===== config.mk =====
export PLATFORM = sky130hd
export DESIGN_NAME = rof_filter
export DESIGN_NICKNAME = d
export VERILOG_FILES = /design/src/rof_pkg.sv /design/src/rof_radius.sv /design/src/rof_filter.sv
export VERILOG_INCLUDE_DIRS = /design/src
export SDC_FILE = /design/constraint.sdc
export NUM_CORES = 1
export LEC_CHECK = 0
export ABC_AREA = 0
export BUFFER_PORTS_ARGS = -buffer_cell sky130_fd_sc_hd__buf_2
export CAP_MARGIN = 0
export CORE_UTILIZATION = 52
export CTS_CLUSTER_DIAMETER = 150
export DETAILED_ROUTE_END_ITERATION = 12
export PLACE_DENSITY = 0.88
export SLEW_MARGIN = 20
export SYNTH_ARGS = -nofsm -noshare
export SYNTH_HDL_FRONTEND = slang
export SYNTH_SLANG_ARGS = --single-unit

===== constraint.sdc =====
create_clock -name sys_clk -period 2.8 [get_ports sys_clk]
set_clock_uncertainty 0.2 [all_clocks]
set_input_delay 0.28 -clock sys_clk [delete_from_list [all_inputs] [get_ports sys_clk]]
set_output_delay 0.28 -clock sys_clk [all_outputs]
set_load 0.02 [all_outputs]

===== src/rof_consts.svh =====
// Constants for the radar object filter: reset values and fixed limits.
// Assumes inclusion by bare name from the package and the design modules.
`ifndef ROF_CONSTS_SVH
`define ROF_CONSTS_SVH

// ----------------------------------------------------------------------
// Structure
// ----------------------------------------------------------------------
`define ROF_NUM_RAD 6

// ----------------------------------------------------------------------
// Reset values of the held configuration
// ----------------------------------------------------------------------
`define ROF_AMP_MAX_RST 14'h0000
`define ROF_AMP_MIN_RST 14'h0000
`define ROF_FG_RST 16'h012c
`define ROF_BG_RST 16'h3aca
`define ROF_AZI_R_RST 8'hc4
`define ROF_AZI_L_RST 8'h3c
`define ROF_ELV_D_RST 8'hce
`define ROF_ELV_U_RST 8'h32
`define ROF_RAD_EN_RST 6'h00
`define ROF_RAD_DIST_RST 16'h0000

// ----------------------------------------------------------------------
// Least separations checked on the configuration
// ----------------------------------------------------------------------
// Amplitude gap in tenths of a dB (3 dB)
`define ROF_AMP_GAP 15'h001e
// Foreground to background gap in mm
`define ROF_DIST_GAP 17'h00064

`endif


===== src/rof_pkg.sv =====
// Types shared by the radar object filter modules.
// Assumes rof_consts.svh is on the include path.
package rof_pkg;
  `include "rof_consts.svh"

  // ----------------------------------------------------------------------
  // Object field types
  // ----------------------------------------------------------------------
  // Distance in mm
  typedef logic [15:0] rof_dist_t;
  // Amplitude in tenths of a dB
  typedef logic [13:0] rof_amp_t;
  // Angle in whole degrees, two's complement
  typedef logic signed [7:0] rof_ang_t;

  // ----------------------------------------------------------------------
  // Amplitude filter mode: bit 0 upper limit, bit 1 lower limit
  // ----------------------------------------------------------------------
  typedef enum logic [1:0] {
    ROF_AMP_OFF = 2'h0,
    ROF_AMP_MAX = 2'h1,
    ROF_AMP_MIN = 2'h2,
    ROF_AMP_BOTH = 2'h3
  } rof_amp_mode_e;
endpackage


===== src/rof_radius.sv =====
// One collision radius: gathers hits over a scan and shows them after it.
// Assumes objects arrive already filtered, on the same clock as sys_clk.
`timescale 1ns/1ns
`include "rof_consts.svh"

module rof_radius
  import rof_pkg::*;
(
  input logic sys_clk,
  input logic rst_b,
  input logic ce,
  input logic obj_vld,
  input rof_dist_t obj_dist,
  input logic scan_end,
  input logic rad_en,
  input rof_dist_t rad_dist,
  output logic hit
);

  typedef struct packed {
    logic acc;
    logic hit;
  } rof_rad_s;

  rof_rad_s st_ff;
  rof_rad_s nxt_st;
  logic near;

  // ----------------------------------------------------------------------
  // Hit gathering
  // ----------------------------------------------------------------------
  // Last object of a scan still counts, so near joins the latched value
  always_comb begin
    near = obj_vld && rad_en && (obj_dist <= rad_dist); // RL9
    nxt_st = st_ff;
    nxt_st.acc = (scan_end || !rad_en) ? 1'b0 : (st_ff.acc | near);
    if (!rad_en) begin
      nxt_st.hit = 1'b0; // RL10
    end else if (scan_end) begin
      nxt_st.hit = st_ff.acc | near; // RL9
    end
  end

  // State register, frozen while ce is low
  always_ff @(posedge sys_clk or negedge rst_b) begin
    if (!rst_b) begin
      st_ff <= '0;
    end else if (ce) begin
      st_ff <= nxt_st;
    end
  end

  assign hit = st_ff.hit;
endmodule


===== src/rof_filter.sv =====
// Radar object filter stage: amplitude, distance and angle windows,
// followed by six collision radii.
// Assumes objects and configuration come from logic on sys_clk, so no
// synchroniser is placed on them; scan_end marks the end of each scan.
`timescale 1ns/1ns
`include "rof_consts.svh"

// Operation
// [RL1] Amplitude mode: off, upper, lower, both
// [RL2] Each amplitude limit used only when enabled
// [RL3] Lower limit at least 3 dB below upper
// [RL4] Drop objects outside foreground/background distances
// [RL5] Suppression distances kept 100 mm apart
// [RL6] Azimuth window right to left, default 60
// [RL7] Elevation window down to up, default 50
// [RL8] Six radii, each off or distance
// [RL9] Active radius flags objects within its distance
// [RL10] Only passing objects reach radii; off silent
module rof_filter
  import rof_pkg::*;
(
  input logic sys_clk,
  input logic rst_b,
  input logic ce,
  input logic obj_vld,
  input rof_dist_t obj_dist,
  input rof_ang_t obj_azi,
  input rof_ang_t obj_elv,
  input rof_amp_t obj_amp,
  input logic scan_end,
  input logic cfg_load,
  input rof_amp_mode_e cfg_amp_mode,
  input rof_amp_t cfg_amp_max,
  input rof_amp_t cfg_amp_min,
  input rof_dist_t cfg_fg,
  input rof_dist_t cfg_bg,
  input rof_ang_t cfg_azi_r,
  input rof_ang_t cfg_azi_l,
  input rof_ang_t cfg_elv_d,
  input rof_ang_t cfg_elv_u,
  input logic [5:0] cfg_rad_en,
  input rof_dist_t [5:0] cfg_rad_dist,
  output logic pass_vld,
  output rof_dist_t pass_dist,
  output logic rej_vld,
  output logic cfg_err,
  output logic [5:0] rad_hit
);

  // ----------------------------------------------------------------------
  // State
  // ----------------------------------------------------------------------
  typedef struct packed {
    rof_amp_mode_e amp_mode;
    rof_amp_t amp_max;
    rof_amp_t amp_min;
    rof_dist_t fg;
    rof_dist_t bg;
    rof_ang_t azi_r;
    rof_ang_t azi_l;
    rof_ang_t elv_d;
    rof_ang_t elv_u;
    logic [5:0] rad_en;
    rof_dist_t [5:0] rad_dist;
    logic cfg_err;
    logic s1_vld;
    logic s1_end;
    rof_dist_t s1_dist;
    logic rej_vld;
  } rof_filt_s;

  localparam rof_filt_s ROF_RST = '{
    amp_mode: ROF_AMP_OFF,
    amp_max: `ROF_AMP_MAX_RST,
    amp_min: `ROF_AMP_MIN_RST,
    fg: `ROF_FG_RST,
    bg: `ROF_BG_RST,
    azi_r: `ROF_AZI_R_RST,
    azi_l: `ROF_AZI_L_RST,
    elv_d: `ROF_ELV_D_RST,
    elv_u: `ROF_ELV_U_RST,
    rad_en: `ROF_RAD_EN_RST,
    rad_dist: {`ROF_NUM_RAD{`ROF_RAD_DIST_RST}},
    cfg_err: 1'b0,
    s1_vld: 1'b0,
    s1_end: 1'b0,
    s1_dist: 16'h0000,
    rej_vld: 1'b0
  };

  rof_filt_s st_ff;
  rof_filt_s nxt_st;

  // ----------------------------------------------------------------------
  // Window tests on the incoming object
  // ----------------------------------------------------------------------
  logic amp_ok;
  logic dist_ok;
  logic azi_ok;
  logic elv_ok;
  logic geo_ok;
  logic keep;
  logic amp_gap_bad;
  logic dist_gap_bad;

  // Disabled limits are simply not looked at
  assign amp_ok = (!st_ff.amp_mode[0] || (obj_amp <= st_ff.amp_max)) && // RL1
                  (!st_ff.amp_mode[1] || (obj_amp >= st_ff.amp_min)); // RL2
  // Limits inclusive; a crossed window passes nothing
  assign dist_ok = (obj_dist >= st_ff.fg) && (obj_dist <= st_ff.bg); // RL4
  assign azi_ok = (obj_azi >= st_ff.azi_r) && (obj_azi <= st_ff.azi_l); // RL6
  assign elv_ok = (obj_elv >= st_ff.elv_d) && (obj_elv <= st_ff.elv_u); // RL7
  assign geo_ok = dist_ok && azi_ok && elv_ok;
  assign keep = amp_ok && geo_ok; // RL10

  // Separation checks; the device only reports, it does not correct
  assign amp_gap_bad = (st_ff.amp_mode == ROF_AMP_BOTH) &&
                       (({1'b0, st_ff.amp_min} + `ROF_AMP_GAP) > {1'b0, st_ff.amp_max}); // RL3
  assign dist_gap_bad = ({1'b0, st_ff.bg}) < ({1'b0, st_ff.fg} + `ROF_DIST_GAP); // RL5

  // ----------------------------------------------------------------------
  // Next state
  // ----------------------------------------------------------------------
  // Configuration is taken all at once so a half-written window never acts
  always_comb begin
    nxt_st = st_ff;
    if (cfg_load) begin
      nxt_st.amp_mode = cfg_amp_mode; // RL1
      nxt_st.amp_max = cfg_amp_max; // RL2
      nxt_st.amp_min = cfg_amp_min; // RL2
      nxt_st.fg = cfg_fg; // RL4
      nxt_st.bg = cfg_bg; // RL4
      nxt_st.azi_r = cfg_azi_r; // RL6
      nxt_st.azi_l = cfg_azi_l; // RL6
      nxt_st.elv_d = cfg_elv_d; // RL7
      nxt_st.elv_u = cfg_elv_u; // RL7
      nxt_st.rad_en = cfg_rad_en; // RL8
      nxt_st.rad_dist = cfg_rad_dist; // RL8
    end
    nxt_st.cfg_err = amp_gap_bad || dist_gap_bad ||
                     (st_ff.azi_r >= st_ff.azi_l) || (st_ff.elv_d >= st_ff.elv_u);
    nxt_st.s1_vld = obj_vld && keep; // RL10
    nxt_st.rej_vld = obj_vld && !keep;
    nxt_st.s1_end = scan_end;
    if (obj_vld) begin
      nxt_st.s1_dist = obj_dist;
    end
  end

  // State register, frozen while ce is low
  always_ff @(posedge sys_clk or negedge rst_b) begin
    if (!rst_b) begin
      st_ff <= ROF_RST;
    end else if (ce) begin
      st_ff <= nxt_st;
    end
  end

  // ----------------------------------------------------------------------
  // Outputs
  // ----------------------------------------------------------------------
  assign pass_vld = st_ff.s1_vld;
  assign pass_dist = st_ff.s1_dist;
  assign rej_vld = st_ff.rej_vld;
  assign cfg_err = st_ff.cfg_err;

  // ----------------------------------------------------------------------
  // Collision radii
  // ----------------------------------------------------------------------
  // Fed from the filtered stage so rejected objects never count
  for (genvar i = 0; i < `ROF_NUM_RAD; i++) begin : g_rad
    rof_radius u_rad (
      .sys_clk(sys_clk),
      .rst_b(rst_b),
      .ce(ce),
      .obj_vld(st_ff.s1_vld),
      .obj_dist(st_ff.s1_dist),
      .scan_end(st_ff.s1_end),
      .rad_en(st_ff.rad_en[i]),
      .rad_dist(st_ff.rad_dist[i]),
      .hit(rad_hit[i])
    );
  end
endmodule


==> metrics <==
vias in the first global route 14440; met1 usage 0.3802; Root Driver clkbuf_16; io pins 273; layout cells sized above 1 0.2555; DIE AREA 29280 um^2; routed len/inst 21.20 um; H-tree Lvls 1; grt total ovfl 0; post-synthesis compound-gate area fraction 0.09708; Clock transition at path regs 60 ps; EDFF count, synth 0; largest family of logic cells by synthesized area adder cells; Most Crowded Layer GR met2; Vias/cell 5.726; final std cell area, no fill 19990 um^2; Critical Path RT 3030 ps; dominant synthesized flop cell dfrtp_1; Core ar. 27930 um^2; reg2reg start st_ff[187]$_DFFE_PN0P_; number of detailed-route iterations in the first pass 5; row count 61; P_leak 9.920 nW; Distinct cells, synth 67; yosys warns 0; critical path type reg2reg; XOR/XNOR share of the synthesized area 0.01237; Hold Path Class in2async; Initial Util 0.5324; Post-Synth Simple-Gate Area 0.07588; Comb pwr share 0.322; Clock power frac 0.318; DRC viols 0; Yosys reg bits 228; sequential power share 0.360; Avg Cell Area, Syn 10.71 um^2; GRT Overall Usage 0.3388; dpl hpwl 31220 um; GPL Wtd Cong 0.9342; peak supply drop 0.5101 mV; sequential element share of the synthesized area 0.3859; failing checks setup timing; max cap viols 0; Hold Fails Final Rpt 0; syn_nets 1872; setup repair after global routing missed its margin true; initial antenna violation count 5; CP Capture Type flip-flop; Mapped Area 14870 um^2; Int Power 7.883 mW; Final period util 1.046; placed instance area 16830 um^2; crit-path max FO 3; global-route wire length before repair 75890 um; Worst-Margin Slew 771.6 ps; worst rel slew slack 0.4856; Worst setup startpoint st_ff[187]$_DFFE_PN0P_; largest net degree at the start of global routing 78; clk buf depth 3; Skew-Pair Late Insertion Delay 550 ps; hold_ws 114.8 ps; global-route track usage on met2 0.5928; r2r endpoint cfg_err$_DFFE_PN0P_; Post-layout nets 2388; clk sinks 228; vias 13220; Period minus WS final 2928 ps; switching portion of total power 0.3343; Layout area overhead 34.42%; PortBufs 272; Peak Freq 341.6 MHz; cts bufs inserted 27; max-slew violations 0; final setup vio count 1; CTS tree done; Psw 3.959 mW; Critical Path AT 3150 ps; synthesized instance count 1389; Die Ht 171.1 um; post-route worst setup slack -127.8 ps; r2r worst-path depth 13; R2R Setup Slk -130 ps; WL final 48950 um; Synth Area in Adders 0.1977; met3 GRT Util 0.07726; P per Cell Area 592.4 nW/um^2; Setup crit start kind flip-flop; Post-synth ARST share 1.000; Iter 0 DRT Violations 927; outcome complete, but fails checks; Die W 171.1 um; post-synthesis mux area share 0.1604; Antenna Nets Post-Route 0
per-layer routing:
metal | share of wire | wire length (um)
met1 | 0.37 | 18030
met2 | 0.49 | 23830
met3 | 0.088 | 4329
met4 | 0.056 | 2765
met5 | 0 | 0
worst max-delay path: stages (launching register included):
cell and delay (ps):
dfrtp_1 400, inv_2 70, ha_4 170, a21oi_4 160, buf_6 120, nand4_1 80, xnor2_1 150, ha_1 310
nand2_1 50, or4_1 510, nand3_1 100, a311o_2 120, nand4_1 80, o32a_1 290
registers in the layout (all words and copies together), names as in the netlist:
signal / flops
g_rad.u_rad.st_ff: 6
rej_vld: 1
st_ff: 197
cfg_err: 1
pass_dist: 16
pass_vld: 1
g_rad.u_rad.hit: 6
what timing repair did:
item,CTS,global route
endpoints found under the setup margin,1,1
hold buffers,216,0
hold endpoints to repair,311,0
buffers inserted,4,0
gates resized for setup,7,0
pin swaps,11,0
kinds of logic after synthesis:
logic type	Yosys count
compound gates	227
xor+xnor	21
fa+ha+maj	235
buf+inv	248
flops	228
mux	212
simple gates	218
synth_stat cells (all sizes together) (2+ instances only):
cell,count,area (um^2)
and3,4,25.02
o2111ai,2,23.77
nand2b,8,52.55
nor4b,2,17.52
o211ai,4,30.03
a2111oi,4,41.29
buf,45,279.0
and2,3,18.77
dfrtp,201,5030
or2,3,18.77
nor2b,18,115.1
nor3,19,100.1
o221ai,6,52.55
a31oi,6,37.54
a21bo,2,20.02
nand2,43,161.4
nand4,41,256.5
a211o,2,18.77
nor2,44,167.7
or3,3,18.77
inv,201,754.5
a21oi,71,359.1
o22ai,5,31.28
xnor2,20,175.2
dfstp,27,709.4
ha,235,2940
mux2,211,2376
a211oi,18,145.1
o21a,10,75.07
o31ai,10,75.07
clkbuf,2,17.51
a21o,23,175.2
nor4,4,31.28
or4,3,22.52
nand3,22,115.1
o21ai,55,275.3
placed cells by master, fill, tap and decap left out, types with 4 or more instances in the layout:
master / instances
a211oi_1: 16
a21o_1: 21
a21oi_1: 68
a31oi_1: 6
and3_1: 4
buf_12: 6
buf_2: 271
buf_4: 39
bufinv_16: 4
clkbuf_1: 6
clkbuf_16: 27
clkbuf_8: 4
clkinv_2: 5
dfrtp_1: 201
dfstp_2: 27
diode_2: 5
dlygate4sd3_1: 216
ha_1: 234
inv_1: 195
inv_2: 6
mux2_1: 140
mux2_2: 71
nand2_1: 42
nand2b_1: 7
nand3_1: 21
nand4_1: 41
nor2_1: 42
nor2b_1: 17
nor3_1: 17
o211ai_1: 4
o21a_1: 10
o21ai_0: 38
o21ai_1: 17
o221ai_1: 6
o22ai_1: 5
o31ai_1: 10
xnor2_1: 20
final cells by class:
cell class                 count  area [um^2]
antenna                        5        12.51
clock inverter                13        176.4
inverter                     201        754.5
clock buffer                  37        753.2
tap                          378        473.0
sequential                   228         5739
fill                        1804         7943
multi-input combinational    913         8125
timing repair buffer         534         3958
power by group through the flow:
stage | Clock [mW] | Combinational, mW | Sequential (mW)
finish | 3.76 | 3.81 | 4.27
global route | 3.92 | 4.19 | 4.32
CTS | 3.77 | 3.60 | 4.23
floorplan | 0 | 2.25 | 4.13
detailed placement | 0 | 3.30 | 4.28
global placement | 0 | 3.10 | 4.25
metrics by stage:
stage	TNS, ps	total power, mW	std cells	utilization	setup WS [ps]
2_1_floorplan	0	6.384	1389	-	3.989
3_3_place_gp	-135.1	7.349	2034	0.6026	-135.1
3_5_place_dp	-183.7	7.583	2034	0.6026	-183.7
4_1_cts	-109.4	11.60	2304	0.7152	-109.4
5_1_grt	-277.2	12.43	2309	0.7157	-277.2
6_report	-127.8	11.84	2309	0.7157	-127.8
worst max path at each step:
| stage | to | slack, ps | depth (start not counted) |
|---|---|---|---|
| after CTS | cfg_err$_DFFE_PN0P_ | -110 | 13 |
| after global routing | cfg_err$_DFFE_PN0P_ | -280 | 13 |
| after global placement | cfg_err$_DFFE_PN0P_ | -140 | 12 |
| after floorplan | cfg_err$_DFFE_PN0P_ | 4 | 12 |
| final | cfg_err$_DFFE_PN0P_ | -130 | 13 |
| after detailed placement | cfg_err$_DFFE_PN0P_ | -180 | 12 |
Power figures use the tool's default switching activity.
